==> src/include/phy_timing_pkg.sv <==
// Shared timing counts, states and carriers for the MII frame timing core.
// Assumes one 40 MHz core clock; every pin is synchronised inside the core.
// Notes on behaviour
// - Port enable rise drives receive outputs two clocks later.
// - Port enable fall: outputs low, then float; the core forces only receive clock, valid and error low, not the data nibble.
// - Frame starts on medium 10-12 / 3.5-5 bits.
// - Transmit raises carrier sense within 4 / 1.5 bits.
// - Frame ends 17/5 bits, carrier drops 11/6.
// - Ten-megabit end of frame high 250-350 ns.
// - Heartbeat begins 7-8 bits after transmit end.
// - Heartbeat holds collision for 9-11 bits.
// - Transmit enable held 26 ms engages jabber cutoff.
// - Jabber holds collision 410 ms after enable drops.
// - Receive carrier sense rises 11-13 / 3-5 bits.
// - Receive valid rises within 15 / 22 bits.
// - Receive carrier sense falls 14-16 / 4.5 bits.
// - Receive valid falls within 12 / 4 bits.
// - Link pulses 100 ns wide, 8-24 ms apart.
// - Negotiation clock pulses 125 us, data 62.5 us.
// - Bursts of 17-33 pulses every 8-24 ms.
package phy_timing_pkg;

	// ------------------------------------------------------------
	// Clock and bit times
	// ------------------------------------------------------------
	localparam int CLK_MHZ   = 40;
	localparam int CLK_NS    = 1000 / CLK_MHZ;
	localparam int BIT100_NS = 10;
	localparam int BIT10_NS  = 100;

	// Least times round up, longest times round down, never below one cycle.
	function automatic int cycUp(input int ns);
		return (ns < CLK_NS) ? 1 : (ns + CLK_NS - 1) / CLK_NS;
	endfunction : cycUp

	function automatic int cycDn(input int ns);
		return (ns < CLK_NS) ? 1 : ns / CLK_NS;
	endfunction : cycDn

	// ------------------------------------------------------------
	// Frame timing counts
	// ------------------------------------------------------------
	localparam int TXST100_CYC    = cycUp(10 * BIT100_NS);
	localparam int TXST10_CYC     = cycUp(35 * BIT10_NS / 10);
	localparam int CRSON100_CYC   = cycDn(4 * BIT100_NS);
	localparam int CRSON10_CYC    = cycDn(15 * BIT10_NS / 10);
	localparam int TXEND100_CYC   = cycDn(17 * BIT100_NS);
	localparam int TXEND10_CYC    = cycDn(5 * BIT10_NS);
	localparam int CRSOFF100_CYC  = cycDn(11 * BIT100_NS);
	localparam int CRSOFF10_CYC   = cycDn(6 * BIT10_NS);
	localparam int EOF_MIN_NS     = 250;
	localparam int EOF_CYC        = cycUp(EOF_MIN_NS);
	localparam int HBDEL_CYC      = cycUp(7 * BIT10_NS);
	localparam int HBDUR_CYC      = cycUp(9 * BIT10_NS);
	localparam int RXCRSON100_CYC = cycUp(11 * BIT100_NS);
	localparam int RXCRSON10_CYC  = cycUp(3 * BIT10_NS);
	localparam int RXDVON100_CYC  = cycDn(15 * BIT100_NS);
	localparam int RXDVON10_CYC   = cycDn(22 * BIT10_NS);
	localparam int RXCRSOF100_CYC = cycUp(14 * BIT100_NS);
	localparam int RXCRSOF10_CYC  = cycDn(45 * BIT10_NS / 10);
	localparam int RXDVOFF100_CYC = cycDn(12 * BIT100_NS);
	localparam int RXDVOFF10_CYC  = cycDn(4 * BIT10_NS);
	localparam logic [1:0] PORT_EDGES = 2'h2;

	// ------------------------------------------------------------
	// Link pulse and jabber timing
	// ------------------------------------------------------------
	localparam int PULSE_NS      = 100;
	localparam int PULSE_CYC     = cycDn(PULSE_NS);
	localparam int NLP_MIN_MS    = 8;
	localparam int NLP_MAX_MS    = 24;
	localparam int NLP_PER_CYC   = (NLP_MIN_MS + NLP_MAX_MS) / 2 * 1000000 / CLK_NS;
	localparam int FLP_DAT_NS    = 62500;
	localparam int FLP_HALF_CYC  = cycDn(FLP_DAT_NS);
	localparam logic [5:0] FLP_LAST_SLOT = 6'h20;
	localparam int JAB_ON_MS     = 26;
	localparam int JAB_ON_CYC    = JAB_ON_MS * 1000000 / CLK_NS;
	localparam int JAB_OFF_MS    = 410;
	localparam int JAB_OFF_CYC   = JAB_OFF_MS * 1000000 / CLK_NS;

	// ------------------------------------------------------------
	// States and carriers
	// ------------------------------------------------------------
	typedef enum logic [2:0] {
		TX_IDLE = 3'h0,
		TX_LEAD = 3'h1,
		TX_SEND = 3'h3,
		TX_TAIL = 3'h2,
		TX_EOF  = 3'h6,
		TX_HBD  = 3'h7,
		TX_HB   = 3'h5
	} txState_e;

	typedef struct packed {
		logic       clk;
		logic [3:0] data;
		logic       dv;
		logic       er;
	} rxMii_s;

	typedef struct packed {
		logic [3:0] txData;
		logic       receive_port_enable;
		logic       carrier;
		logic       txEn;
		logic       txClk;
	} pinIn_s;

	function automatic logic [7:0] pick(input logic fast, input int a, input int b);
		return fast ? 8'(a) : 8'(b);
	endfunction : pick

endpackage : phy_timing_pkg

==> src/core/two_entry_buffer.sv <==
// Two-entry valid/ready buffer on the transmit nibble path.
// Assumes both sides run on the core clock.
`timescale 1ns/1ps
module two_entry_buffer #(
	parameter int WIDTH = 4,
	parameter int DEPTH = 2
) (
	// Clock and reset
	input  logic             clk,
	input  logic             rst,
	// Fill side
	input  logic             inValid,
	input  logic [WIDTH-1:0] inData,
	output logic             inReady,
	// Drain side
	output logic             outValid,
	output logic [WIDTH-1:0] outData,
	input  logic             outReady
);
	localparam int PW = (DEPTH > 1) ? $clog2(DEPTH) : 1;

	logic [WIDTH-1:0] mem [DEPTH];
	logic [PW-1:0]    wrPtr_q;
	logic [PW-1:0]    rdPtr_q;
	logic [PW:0]      count_q;
	logic             push;
	logic             pop;

	function automatic logic [PW-1:0] nextPtr(input logic [PW-1:0] p);
		return (p == PW'(DEPTH - 1)) ? '0 : p + PW'(1);
	endfunction : nextPtr

	assign inReady  = (count_q != (PW + 1)'(DEPTH));
	assign outValid = (count_q != '0);
	assign outData  = mem[rdPtr_q];
	assign push     = inValid & inReady;
	assign pop      = outValid & outReady;

	always_ff @(posedge clk)
	begin
		if (push)
			mem[wrPtr_q] <= inData;
	end

	always_ff @(posedge clk or posedge rst)
	begin
		if (rst)
		begin
			wrPtr_q <= '0;
			rdPtr_q <= '0;
			count_q <= '0;
		end
		else
		begin
			if (push)
				wrPtr_q <= nextPtr(wrPtr_q);
			if (pop)
				rdPtr_q <= nextPtr(rdPtr_q);
			if (push && !pop)
				count_q <= count_q + (PW + 1)'(1);
			else if (pop && !push)
				count_q <= count_q - (PW + 1)'(1);
		end
	end
endmodule : two_entry_buffer

==> src/core/phy_frame_timing.sv <==
// MII frame timing core: transmit/receive latencies, carrier sense, heartbeat,
// jabber, repeater port enable and link pulse generation.
// Assumes clk is the 25 MHz-class reference scaled to 40 MHz and pins are asynchronous.
`timescale 1ns/1ps
module phy_frame_timing #(
	parameter int NLP_PERIOD_CYC = phy_timing_pkg::NLP_PER_CYC,
	parameter int JAB_ON         = phy_timing_pkg::JAB_ON_CYC,
	parameter int JAB_OFF        = phy_timing_pkg::JAB_OFF_CYC
) (
	// Clock and reset
	input  logic                   clk,
	input  logic                   rst,
	// Configuration
	input  logic                   speed100,
	input  logic                   repeaterMode,
	input  logic                   autoNegEn,
	input  logic [15:0]            anWord,
	// MII pins from the controller
	input  phy_timing_pkg::pinIn_s pins,
	// Receive decoder, core clock domain
	input  logic [3:0]             rxNibble,
	input  logic                   rxErrIn,
	// MII outputs
	output phy_timing_pkg::rxMii_s rxOut,
	output phy_timing_pkg::rxMii_s rxOe,
	output logic                   crs,
	output logic                   col,
	output logic                   txAccept,
	// Medium side
	output logic                   mediumActive,
	output logic                   mediumEof,
	output logic [3:0]             mediumData,
	output logic                   mediumValid,
	input  logic                   mediumReady,
	output logic                   linkPulse
);
	import phy_timing_pkg::*;

	pinIn_s     s1_q;
	pinIn_s     s2_q;
	pinIn_s     s3_q;
	pinIn_s     lvl_q;
	pinIn_s     prev_q;
	txState_e   txState_q;
	logic [7:0] txCnt_q;
	logic       mediumActive_q;
	logic       eofHigh_q;
	logic       hbCol_q;
	logic [24:0] jabCnt_q;
	logic       jabber_q;
	logic [2:0] dlyLoad;
	logic [2:0] dlyLvl;
	logic [7:0] dlyLen [3];
	logic [2:0] dlyTgt_q;
	logic [2:0] dlyOut_q;
	logic [7:0] dlyCnt_q [3];
	logic [1:0] portCnt_q;
	logic       drive_q;
	logic       lowForce_q;
	rxMii_s     rxOut_q;
	logic       col_q;
	logic [19:0] perCnt_q;
	logic [11:0] halfCnt_q;
	logic [5:0] slot_q;
	logic       burst_q;
	logic [2:0] pulseCnt_q;
	logic       linkPulse_q;
	logic       txcRise;
	logic       txStartEv;
	logic       txEndEv;
	logic       crsTxEndEv;
	logic       rxStartEv;
	logic       rxEndEv;
	logic       txPush;
	logic [7:0] hbLen_q;

	// ------------------------------------------------------------
	// Pin synchroniser
	// ------------------------------------------------------------
	// A level is accepted only once the second and third stages agree,
	// which filters a single-cycle glitch on slow link pins.
	always_ff @(posedge clk or posedge rst)
	begin
		if (rst)
		begin
			s1_q   <= '0;
			s2_q   <= '0;
			s3_q   <= '0;
			lvl_q  <= '0;
			prev_q <= '0;
		end
		else
		begin
			s1_q   <= pins;
			s2_q   <= s1_q;
			s3_q   <= s2_q;
			lvl_q  <= ((s2_q ~^ s3_q) & s3_q) | ((s2_q ^ s3_q) & lvl_q);
			prev_q <= lvl_q;
		end
	end

	assign txcRise    = lvl_q.txClk & ~prev_q.txClk;
	assign txStartEv  = txcRise & lvl_q.txEn & (txState_q == TX_IDLE) & ~jabber_q;
	assign txEndEv    = txcRise & ~lvl_q.txEn & (txState_q == TX_SEND);
	assign crsTxEndEv = txcRise & ~lvl_q.txEn & dlyTgt_q[0];
	assign rxStartEv  = lvl_q.carrier & ~prev_q.carrier;
	assign rxEndEv    = ~lvl_q.carrier & prev_q.carrier;

	// ------------------------------------------------------------
	// Transmit frame sequencer
	// ------------------------------------------------------------
	always_ff @(posedge clk or posedge rst)
	begin
		if (rst)
		begin
			txState_q      <= TX_IDLE;
			txCnt_q        <= 8'h00;
			mediumActive_q <= 1'b0;
			eofHigh_q      <= 1'b0;
			hbCol_q        <= 1'b0;
		end
		else
		begin
			if (txCnt_q != 8'h00)
				txCnt_q <= txCnt_q - 8'h01;
			case (txState_q)
				TX_IDLE:
					if (txStartEv)
					begin
						txState_q <= TX_LEAD;
						txCnt_q   <= pick(speed100, TXST100_CYC, TXST10_CYC) - 8'h01;
					end
				TX_LEAD:
					if (txCnt_q == 8'h00)
					begin
						txState_q      <= TX_SEND;
						mediumActive_q <= 1'b1;
					end
				TX_SEND:
					if (jabber_q)
					begin
						txState_q      <= TX_IDLE;
						mediumActive_q <= 1'b0;
					end
					else if (txEndEv)
					begin
						txState_q <= TX_TAIL;
						txCnt_q   <= pick(speed100, TXEND100_CYC, TXEND10_CYC) - 8'h01;
					end
				TX_TAIL:
					if (txCnt_q == 8'h00)
					begin
						mediumActive_q <= 1'b0;
						if (speed100)
							txState_q <= TX_IDLE;
						else
						begin
							txState_q <= TX_EOF;
							eofHigh_q <= 1'b1;
							txCnt_q   <= 8'(EOF_CYC - 1);
						end
					end
				TX_EOF:
					if (txCnt_q == 8'h00)
					begin
						eofHigh_q <= 1'b0;
						txState_q <= TX_HBD;
						txCnt_q   <= 8'(HBDEL_CYC - 1);
					end
				TX_HBD:
					if (txCnt_q == 8'h00)
					begin
						hbCol_q   <= 1'b1;
						txState_q <= TX_HB;
						txCnt_q   <= 8'(HBDUR_CYC - 1);
					end
				TX_HB:
					if (txCnt_q == 8'h00)
					begin
						hbCol_q   <= 1'b0;
						txState_q <= TX_IDLE;
					end
				default:
				begin
					txState_q      <= TX_IDLE;
					mediumActive_q <= 1'b0;
					eofHigh_q      <= 1'b0;
					hbCol_q        <= 1'b0;
				end
			endcase
		end
	end

	// ------------------------------------------------------------
	// Jabber guard
	// ------------------------------------------------------------
	// Timed on the core clock so the window is exact whatever the link does.
	always_ff @(posedge clk or posedge rst)
	begin
		if (rst)
		begin
			jabCnt_q <= '0;
			jabber_q <= 1'b0;
		end
		else if (!jabber_q)
		begin
			if (!lvl_q.txEn || speed100)
				jabCnt_q <= '0;
			else if (jabCnt_q == 25'(JAB_ON - 1))
			begin
				jabber_q <= 1'b1;
				jabCnt_q <= '0;
			end
			else
				jabCnt_q <= jabCnt_q + 25'h1;
		end
		else if (lvl_q.txEn)
			jabCnt_q <= '0;
		else if (jabCnt_q == 25'(JAB_OFF - 1))
		begin
			jabber_q <= 1'b0;
			jabCnt_q <= '0;
		end
		else
			jabCnt_q <= jabCnt_q + 25'h1;
	end

	// ------------------------------------------------------------
	// Carrier sense and receive valid delays
	// ------------------------------------------------------------
	// Channel 0 is transmit carrier, 1 is receive carrier, 2 is receive valid.
	always_comb
	begin
		dlyLoad   = {rxStartEv | rxEndEv, rxStartEv | rxEndEv, txStartEv | crsTxEndEv};
		dlyLvl    = {rxStartEv, rxStartEv, txStartEv};
		dlyLen[0] = txStartEv ? pick(speed100, CRSON100_CYC, CRSON10_CYC)
			: pick(speed100, CRSOFF100_CYC, CRSOFF10_CYC);
		dlyLen[1] = rxStartEv ? pick(speed100, RXCRSON100_CYC, RXCRSON10_CYC)
			: pick(speed100, RXCRSOF100_CYC, RXCRSOF10_CYC);
		dlyLen[2] = rxStartEv ? pick(speed100, RXDVON100_CYC, RXDVON10_CYC)
			: pick(speed100, RXDVOFF100_CYC, RXDVOFF10_CYC);
	end

	always_ff @(posedge clk or posedge rst)
	begin
		if (rst)
		begin
			dlyTgt_q <= 3'h0;
			dlyOut_q <= 3'h0;
			for (int i = 0; i < 3; i++)
				dlyCnt_q[i] <= 8'h00;
		end
		else
		begin
			for (int i = 0; i < 3; i++)
			begin
				if (dlyLoad[i])
				begin
					dlyTgt_q[i] <= dlyLvl[i];
					dlyCnt_q[i] <= dlyLen[i] - 8'h01;
				end
				else if (dlyCnt_q[i] != 8'h00)
					dlyCnt_q[i] <= dlyCnt_q[i] - 8'h01;
				else
					dlyOut_q[i] <= dlyTgt_q[i];
			end
		end
	end

	assign crs = dlyOut_q[0] | dlyOut_q[1];

	// ------------------------------------------------------------
	// Repeater port enable
	// ------------------------------------------------------------
	// The receive clock is the synchronised link clock, so its edges pace this.
	always_ff @(posedge clk or posedge rst)
	begin
		if (rst)
		begin
			portCnt_q  <= PORT_EDGES;
			drive_q    <= 1'b0;
			lowForce_q <= 1'b1;
		end
		else if (lvl_q.receive_port_enable != prev_q.receive_port_enable)
			portCnt_q <= 2'h0;
		else if (txcRise && portCnt_q != PORT_EDGES)
		begin
			portCnt_q <= portCnt_q + 2'h1;
			if (portCnt_q == PORT_EDGES - 2'h1)
				drive_q <= lvl_q.receive_port_enable;
			else
				lowForce_q <= ~lvl_q.receive_port_enable;
		end
	end

	assign rxOe = repeaterMode ? {7{drive_q}} : '1;

	// ------------------------------------------------------------
	// MII output registers
	// ------------------------------------------------------------
	always_ff @(posedge clk or posedge rst)
	begin
		if (rst)
		begin
			rxOut_q <= '0;
			col_q   <= 1'b0;
		end
		else
		begin
			// Forcing low only matters where the port can float; outside repeater mode the outputs always run.
			rxOut_q.clk  <= lvl_q.txClk & ~(lowForce_q & repeaterMode);
			rxOut_q.dv   <= dlyOut_q[2] & ~(lowForce_q & repeaterMode);
			rxOut_q.er   <= dlyOut_q[2] & rxErrIn & ~(lowForce_q & repeaterMode);
			rxOut_q.data <= dlyOut_q[2] ? rxNibble : 4'h0;
			col_q        <= hbCol_q | jabber_q | (dlyOut_q[0] & dlyOut_q[1]);
		end
	end

	assign rxOut        = rxOut_q;
	assign col          = col_q;
	assign mediumActive = mediumActive_q;
	assign mediumEof    = eofHigh_q;
	assign linkPulse    = linkPulse_q;

	// ------------------------------------------------------------
	// Transmit nibble buffer
	// ------------------------------------------------------------
	// A stalled medium fills the buffer; txAccept then tells the controller.
	assign txPush = txcRise & lvl_q.txEn & ~jabber_q
		& (txState_q == TX_IDLE || txState_q == TX_LEAD || txState_q == TX_SEND);

	two_entry_buffer #(
		.WIDTH (4),
		.DEPTH (2)
	) uTxBuf (
		.clk      (clk),
		.rst      (rst),
		.inValid  (txPush),
		.inData   (lvl_q.txData),
		.inReady  (txAccept),
		.outValid (mediumValid),
		.outData  (mediumData),
		.outReady (mediumReady)
	);

	// ------------------------------------------------------------
	// Link pulses and negotiation bursts
	// ------------------------------------------------------------
	// Even slots carry clock pulses, odd slots carry data bits of anWord.
	always_ff @(posedge clk or posedge rst)
	begin
		if (rst)
		begin
			perCnt_q    <= '0;
			halfCnt_q   <= '0;
			slot_q      <= '0;
			burst_q     <= 1'b0;
			pulseCnt_q  <= 3'h0;
			linkPulse_q <= 1'b0;
		end
		else
		begin
			linkPulse_q <= (pulseCnt_q != 3'h0);
			if (pulseCnt_q != 3'h0)
				pulseCnt_q <= pulseCnt_q - 3'h1;
			if (perCnt_q != 20'h0)
				perCnt_q <= perCnt_q - 20'h1;
			else
			begin
				perCnt_q <= 20'(NLP_PERIOD_CYC - 1);
				if (autoNegEn)
				begin
					burst_q   <= 1'b1;
					slot_q    <= '0;
					halfCnt_q <= '0;
				end
				else if (!speed100 && !mediumActive_q)
					pulseCnt_q <= 3'(PULSE_CYC);
			end
			if (burst_q)
			begin
				if (halfCnt_q != 12'h0)
					halfCnt_q <= halfCnt_q - 12'h1;
				else
				begin
					halfCnt_q <= 12'(FLP_HALF_CYC - 1);
					if (!slot_q[0] || anWord[slot_q[4:1]])
						pulseCnt_q <= 3'(PULSE_CYC);
					if (slot_q == FLP_LAST_SLOT)
						burst_q <= 1'b0;
					else
						slot_q <= slot_q + 6'h1;
				end
			end
		end
	end

	// ------------------------------------------------------------
	// Checks
	// ------------------------------------------------------------
	always_ff @(posedge clk or posedge rst)
	begin
		if (rst)
			hbLen_q <= 8'h00;
		else
			hbLen_q <= hbCol_q ? hbLen_q + 8'h01 : 8'h00;
	end
endmodule : phy_frame_timing

==> config.mk <==
export PLATFORM = sky130hd
export DESIGN_NAME = phy_frame_timing
export DESIGN_NICKNAME = d
export VERILOG_FILES = /design/src/include/phy_timing_pkg.sv /design/src/core/two_entry_buffer.sv /design/src/core/phy_frame_timing.sv
export SDC_FILE = /design/constraint.sdc
export NUM_CORES = 1
export LEC_CHECK = 0
export ABC_AREA = 1
export BUFFER_PORTS_ARGS = -buffer_cell sky130_fd_sc_hd__buf_4
export CORE_ASPECT_RATIO = 1.2
export CORE_UTILIZATION = 61
export CTS_CLUSTER_DIAMETER = 40
export CTS_CLUSTER_SIZE = 24
export DETAILED_ROUTE_END_ITERATION = 7
export PLACE_DENSITY_LB_ADDON = 0.2
export SLEW_MARGIN = 0
export SYNTH_ARGS = -nofsm -noshare
export SYNTH_HDL_FRONTEND = slang
export SYNTH_HIERARCHICAL = 1
export SYNTH_SLANG_ARGS = --single-unit
==> constraint.sdc <==
create_clock -name clk -period 6.51 [get_ports clk]
set_clock_uncertainty 0.2 [all_clocks]
set_input_delay 1.302 -clock clk [delete_from_list [all_inputs] [get_ports clk]]
set_output_delay 1.302 -clock clk [all_outputs]
set_load 0.01 [all_outputs]
==> out/results.tsv, run 1 <==
metric	value	unit
dpl_worst_slack	3270	ps
cts_root_buf	clkbuf_16	
cpMostUsedCell	buf_4	
post-route-drc-count	7	
fin_nets	1173	
die_height	134	um
holdBufCountCts	0	
diodes	0	
cp_slowest_cell	nand2_1	
vdd_drop_max	317	uV
post-route-util	71.5	%
gr-usage-met3	5.38	%
cts_sinks	171	
grt_use_met2	44.2	%
fill_cells	1113	
tns	0	ps
crit_type	input port to primary output	
cts_tree	yes	
max_freq	0.309	GHz
grt-busiest-layer	met2	
fp.dieArea	0.0150	mm^2
required	5010	ps
use_met1	30.5	%
top_level_ports	60	
syn_area_per_cell	8.44	um^2
routed_wl	17200	um
period_minus_slack	3240	ps
rsz0062_at_grt	false	
yosys_warnings	6	
tightest_slew	929	ps
clk_latency	440	ps
grt_pass1_vias	6798	
dp_hpwl	12500	um
slew_violations	0	
crit_fanout	7	
yosysSeqAreaShare	48.7	%
cts_buffer_depth	2	
seqCellArea	0.00432	mm^2
synth-edff-count	8	
antenna_found_initial	0	
critPathArrivalTime	1740	ps
syn_to_final_growth	12.6	%
portBuffers	59	
synth_cell_types	53	
status	finished with violations	
grt_max_degree	110	
routed_via_density	5.40	
slew_headroom	38.0	%
synth_area	0.00888	mm^2
grt.total_usage	25.1	%
firstDrtPassIters	8	
cts_resized	0	
multiInputGateArea	0.00391	mm^2
synth_ff_type	dfrtp_1	
leakagePower	4.82	nW
grt_pass1_wl	30200	um
end_kind	primary output	
syn_nets	1114	
path_cells	buf_4 > nand2_1 > buf_4	
violations	DRC	
layout_common_cells	nand2_1 (220), dfrtp_1 (161), inv_1 (126)	
cts-buffers-inserted	17	
vias	6990	
cpLargestDelayFamily	buffers and inverters	
crit_buf_inv	2	
ff2ff_setup_slack	4130	ps
coreArea	0.0140	mm^2
rows	47	
initial_core_util	63.5	%
ys_async_sr_fraction	95.3	%
fin_crit_sh	49.8	%
setup-violations-final	0	
ant_nets	0	
max_stage_delay	160	ps
postCtsSetupBuffers	0	
start_kind	input port	
clkTransAtPathRegs	70	ps
gp_congestion	0.914	
drtIter0Drc	427	
cap_viol_max_count	0	
grt.overflow.total	0	
htree_levels	4	
wl_per_cell	13.3	um
hold_slack	150	ps
hold_viol_final	0	
layout_commonest_cell	nand2_1	
syn_inst	1052	
setup_ws	3270	ps
min_path_type	register to register	
ys_seq_elements	171	
p_per_area	342	mW/mm^2
drive_gt1_share	14.3	%
fp.dieW	112	um
per-layer routing:
metal | up-vias | part of all wire (%) | wire [um]
met5 | - | 0 | 0
met4 | 0 | 1.7 | 286
met2 | 116 | 52 | 8930
met1 | 3330 | 43 | 7380
li1 | 3516 | - | -
met3 | 28 | 3.7 | 644
through the flow:
stage | total power, mW | instances | cell area (um^2)
3_3_place_gp | 2.38 | 1263 | 9410
4_1_cts | 3.44 | 1295 | 10000
3_5_place_dp | 2.42 | 1263 | 9410
6_report | 3.42 | 1295 | 10000
2_1_floorplan | 2.19 | 1052 | 8880
5_1_grt | 3.66 | 1295 | 10000
logic make-up after synthesis:
kind of cell / share of synthesized area (%)
compound gates: 9.58
xor+xnor: 4.13
fa+ha+maj: 3.80
buf+inv: 7.37
flops: 48.7
mux: 0.732
simple gates: 25.7
cells in the mapped netlist (3+ instances only):
cell      count  area (um^2)
a21o_1        8         60.1
xnor2_1      15          131
nor2_1      117          439
a21oi_2       5         43.8
a21oi_1      50          250
inv_1       127          477
nand2_1     220          826
or2_2         5         31.3
nand4_1      20          125
nand3_1      70          350
nor3_1       22          110
edfxtp_1      8          240
buf_4        10         75.1
buf_2         6         30.0
ha_1         27          338
a31oi_1       4         25.0
nand2_4       4         45.0
o31ai_1       4         30.0
o21a_1        3         22.5
o21bai_1      3         22.5
inv_2         6         22.5
mux2_2        4         45.0
o21ai_0      53          265
buf_6         3         33.8
nand2_2      13         81.3
nor2_4        5         56.3
a21boi_0      4         30.0
xor2_1       25          219
o21ai_1       7         35.0
nor2_2       13         81.3
dfrtp_1     161         4030
area by class of cell:
class                   count  area share, %
clock buffers              17           4.25
clock inverters            15           1.70
inverters                 135           5.17
multi-input cells         726           39.0
flip-flops and latches    171           43.2
well taps                 171           2.14
repair buffers             60           4.50
state kept, by name, summed over array words and instances, names as in the netlist, 3 cells and up:
signal	flops
prev_q	3
dlyOut_q	3
rxOut	7
txState_q	3
s2_q	8
perCnt_q	20
lvl_q	8
jabCnt_q	25
uTxBuf/mem	8
slot_q	6
pulseCnt_q	3
txCnt_q	8
s3_q	8
s1_q	8
halfCnt_q	12
dlyCnt_q	24
where the power goes:
| part | leakage (nW) | switching, mW | internal [mW] | total (mW) |
|---|---|---|---|---|
| logic | 2.42 | 0.600 | 0.384 | 0.984 |
| registers | 2.11 | 0.169 | 1.26 | 1.43 |
| clock network | 0.294 | 0.461 | 0.547 | 1.01 |
worst paths after layout:
check | startpoint | to | depth (start not counted)
worst min-delay path | s1_q[4] | s2_q[4] | 0
worst max register to register | lvl_q[2] | dlyCnt_q[4] | 8
min in group asynchronous | rst | uTxBuf/wrPtr_q | 2
max in group asynchronous | rst | dlyCnt_q[23] | 3
worst min register to register | s1_q[4] | s2_q[4] | 0
worst max-delay path | repeaterMode | rxOe[3] | 3
(Power assumes the default switching activity.)
==> run 2, diff against run 1 <==
clock period = 3.3 ns   (was 6.51 ns; I/O delays follow)
==> out/results.tsv, run 2 (synthesis results as in run 1) <==
metric	value	unit	change
status	finished with violations		unchanged
violations	DRC		unchanged
place_inst	1265		was 1263
required	3460	ps	was 5010 ps
dpl_worst_slack	1050	ps	was 3270 ps
slew_headroom	56.1	%	was 38.0%
fill_cells	1106		was 1113
rsz0062_at_grt	false		unchanged
pwr-share-clk	29.7	%	was 29.5%
p_per_area	673	mW/mm^2	was 342 mW/mm^2
cap_viol_max_count	0		unchanged
period_minus_slack	2280	ps	
fp.dieW	112	um	unchanged
start_kind	register		was input port
critPathArrivalTime	2440	ps	was 1740 ps
dp_hpwl	12300	um	was 12500 um
min_path_type	input port to register		was register to register
antenna_found_initial	0		unchanged
grt_pass1_wl	29700	um	was 30200 um
end_kind	register		was primary output
hold_viol_final	0		unchanged
diodes	0		unchanged
power.internal	4.46	mW	was 2.19 mW
postCtsSetupBuffers	0		unchanged
cts_sinks	171		unchanged
leakagePower	4.84	nW	was 4.82 nW
tightest_slew	657	ps	was 929 ps
power_frac_seq	41.5	%	was 41.8%
htree_levels	4		unchanged
top_regs	jabCnt_q (25), dlyCnt_q (24), perCnt_q (20)		unchanged
setup-violations-final	0		unchanged
crit_type	register to register		was input port to primary output
clkTransAtPathRegs	60	ps	was 70 ps
seqCellArea	0.00432	mm^2	unchanged
drtIter0Drc	363		was 427
fp.dieArea	0.0150	mm^2	unchanged
p_switching	2.31	mW	was 1.23 mW
fin_nets	1176		was 1173
post-route-util	71.9	%	was 71.5%
fin_crit_sh	69.1	%	
finalPower	6.78	mW	was 3.42 mW
coreArea	0.0140	mm^2	unchanged
grt_pass1_vias	6775		was 6798
drive_gt1_share	14.4	%	was 14.3%
combPwrFrac	28.8	%	about the same
holdBufCountCts	1		was 0
largest_register_ff_count	25		unchanged
portBuffers	59		unchanged
wl_per_cell	13.2	um	was 13.3 um
switching_share	34.1	%	was 36.0%
top_level_ports	60		unchanged
stdcell_count	1297		was 1295
routed_wl	17100	um	was 17200 um
setup_ws	1020	ps	was 3270 ps
crit_fanout	12		was 7
layout_common_cells	nand2_1 (220), dfrtp_1 (161), inv_1 (126)		unchanged
initial_core_util	63.5	%	unchanged
grt_max_degree	62		was 110
ant_nets	0		unchanged
slew_violations	0		unchanged
cts-buffers-inserted	17		unchanged
syn_to_final_growth	13.3	%	was 12.6%
gp_congestion	0.910		was 0.914
vdd_drop_max	371	uV	was 317 uV
rows	47		unchanged
grt.total_usage	24.6	%	was 25.1%
firstDrtPassIters	8		unchanged
die_height	134	um	unchanged
cts_buffer_depth	2		unchanged
grt.overflow.total	0		unchanged
layout_commonest_cell	nand2_1		unchanged
clk_latency	430	ps	was 440 ps
top_register	jabCnt_q		unchanged
multiInputGateArea	0.00391	mm^2	unchanged
post-route-drc-count	6		was 7
cts_root_buf	clkbuf_16		unchanged
cts_tree	yes		unchanged
routed_via_density	5.37		was 5.40
max_freq	0.439	GHz	
vias	6970		was 6990
tns	0	ps	unchanged
cts_resized	0		unchanged
[run 2: final cells by class]
class	count	share of cell area (%)
timing repair buffer	63	4.97
sequential	171	42.9
tap	171	2.13
multi-input combinational	726	38.8
clock inverter	9	1.11
inverter	135	5.12
clock buffer	22	4.91
[run 2: per-stage QoR]
step / hold slack, ps / instance area [um^2]
CTS: 126 / 10100
global route: 123 / 10100
global placement: 134 / 9450
finish: 135 / 10100
detailed placement: 135 / 9450
floorplan: 131 / 8890
[run 2: worst paths after layout]
path                          start        endpoint  slack [ps]  cells after the start
hold / removal              pins[3]         s1_q[3]         140                      1
setup reg to reg           lvl_q[2]     dlyCnt_q[4]        1020                      8
max in group asynchronous       rst      lowForce_q        1470                      4
hold reg to reg             s1_q[5]         s2_q[5]         150                      0
min in group asynchronous       rst  uTxBuf/rdPtr_q         500                      3
setup / recovery           lvl_q[2]     dlyCnt_q[4]        1020                      8
[run 2: power groups by stage]
stage / registers, mW / clock network, mW / logic, mW
after floorplan: 2.73 / 0 / 1.59
after global placement: 2.83 / 0 / 1.89
after detailed placement: 2.84 / 0 / 1.94
after CTS: 2.81 / 2.04 / 1.96
after global routing: 2.86 / 2.12 / 2.26
final: 2.81 / 2.01 / 1.95
[run 2: critical path, cell delays in order (launching register included)]
cell and delay, ps:
dfrtp_1 390, ha_1 440, inv_1 320, nand2_1 110, o21ai_1 120, ha_1 240, nand2_1 80, or2_0 200
a21oi_1 110
[run 2: layer usage]
| metal | wire (um) | global-route usage [%] | share of wire (%) |
|---|---|---|---|
| met1 | 7440 | 29.7 | 43 |
| met2 | 8670 | 43.6 | 51 |
| met3 | 712 | 4.61 | 4.2 |
| met4 | 312 | 9.70 | 1.8 |
| met5 | 0 | 0 | 0 |
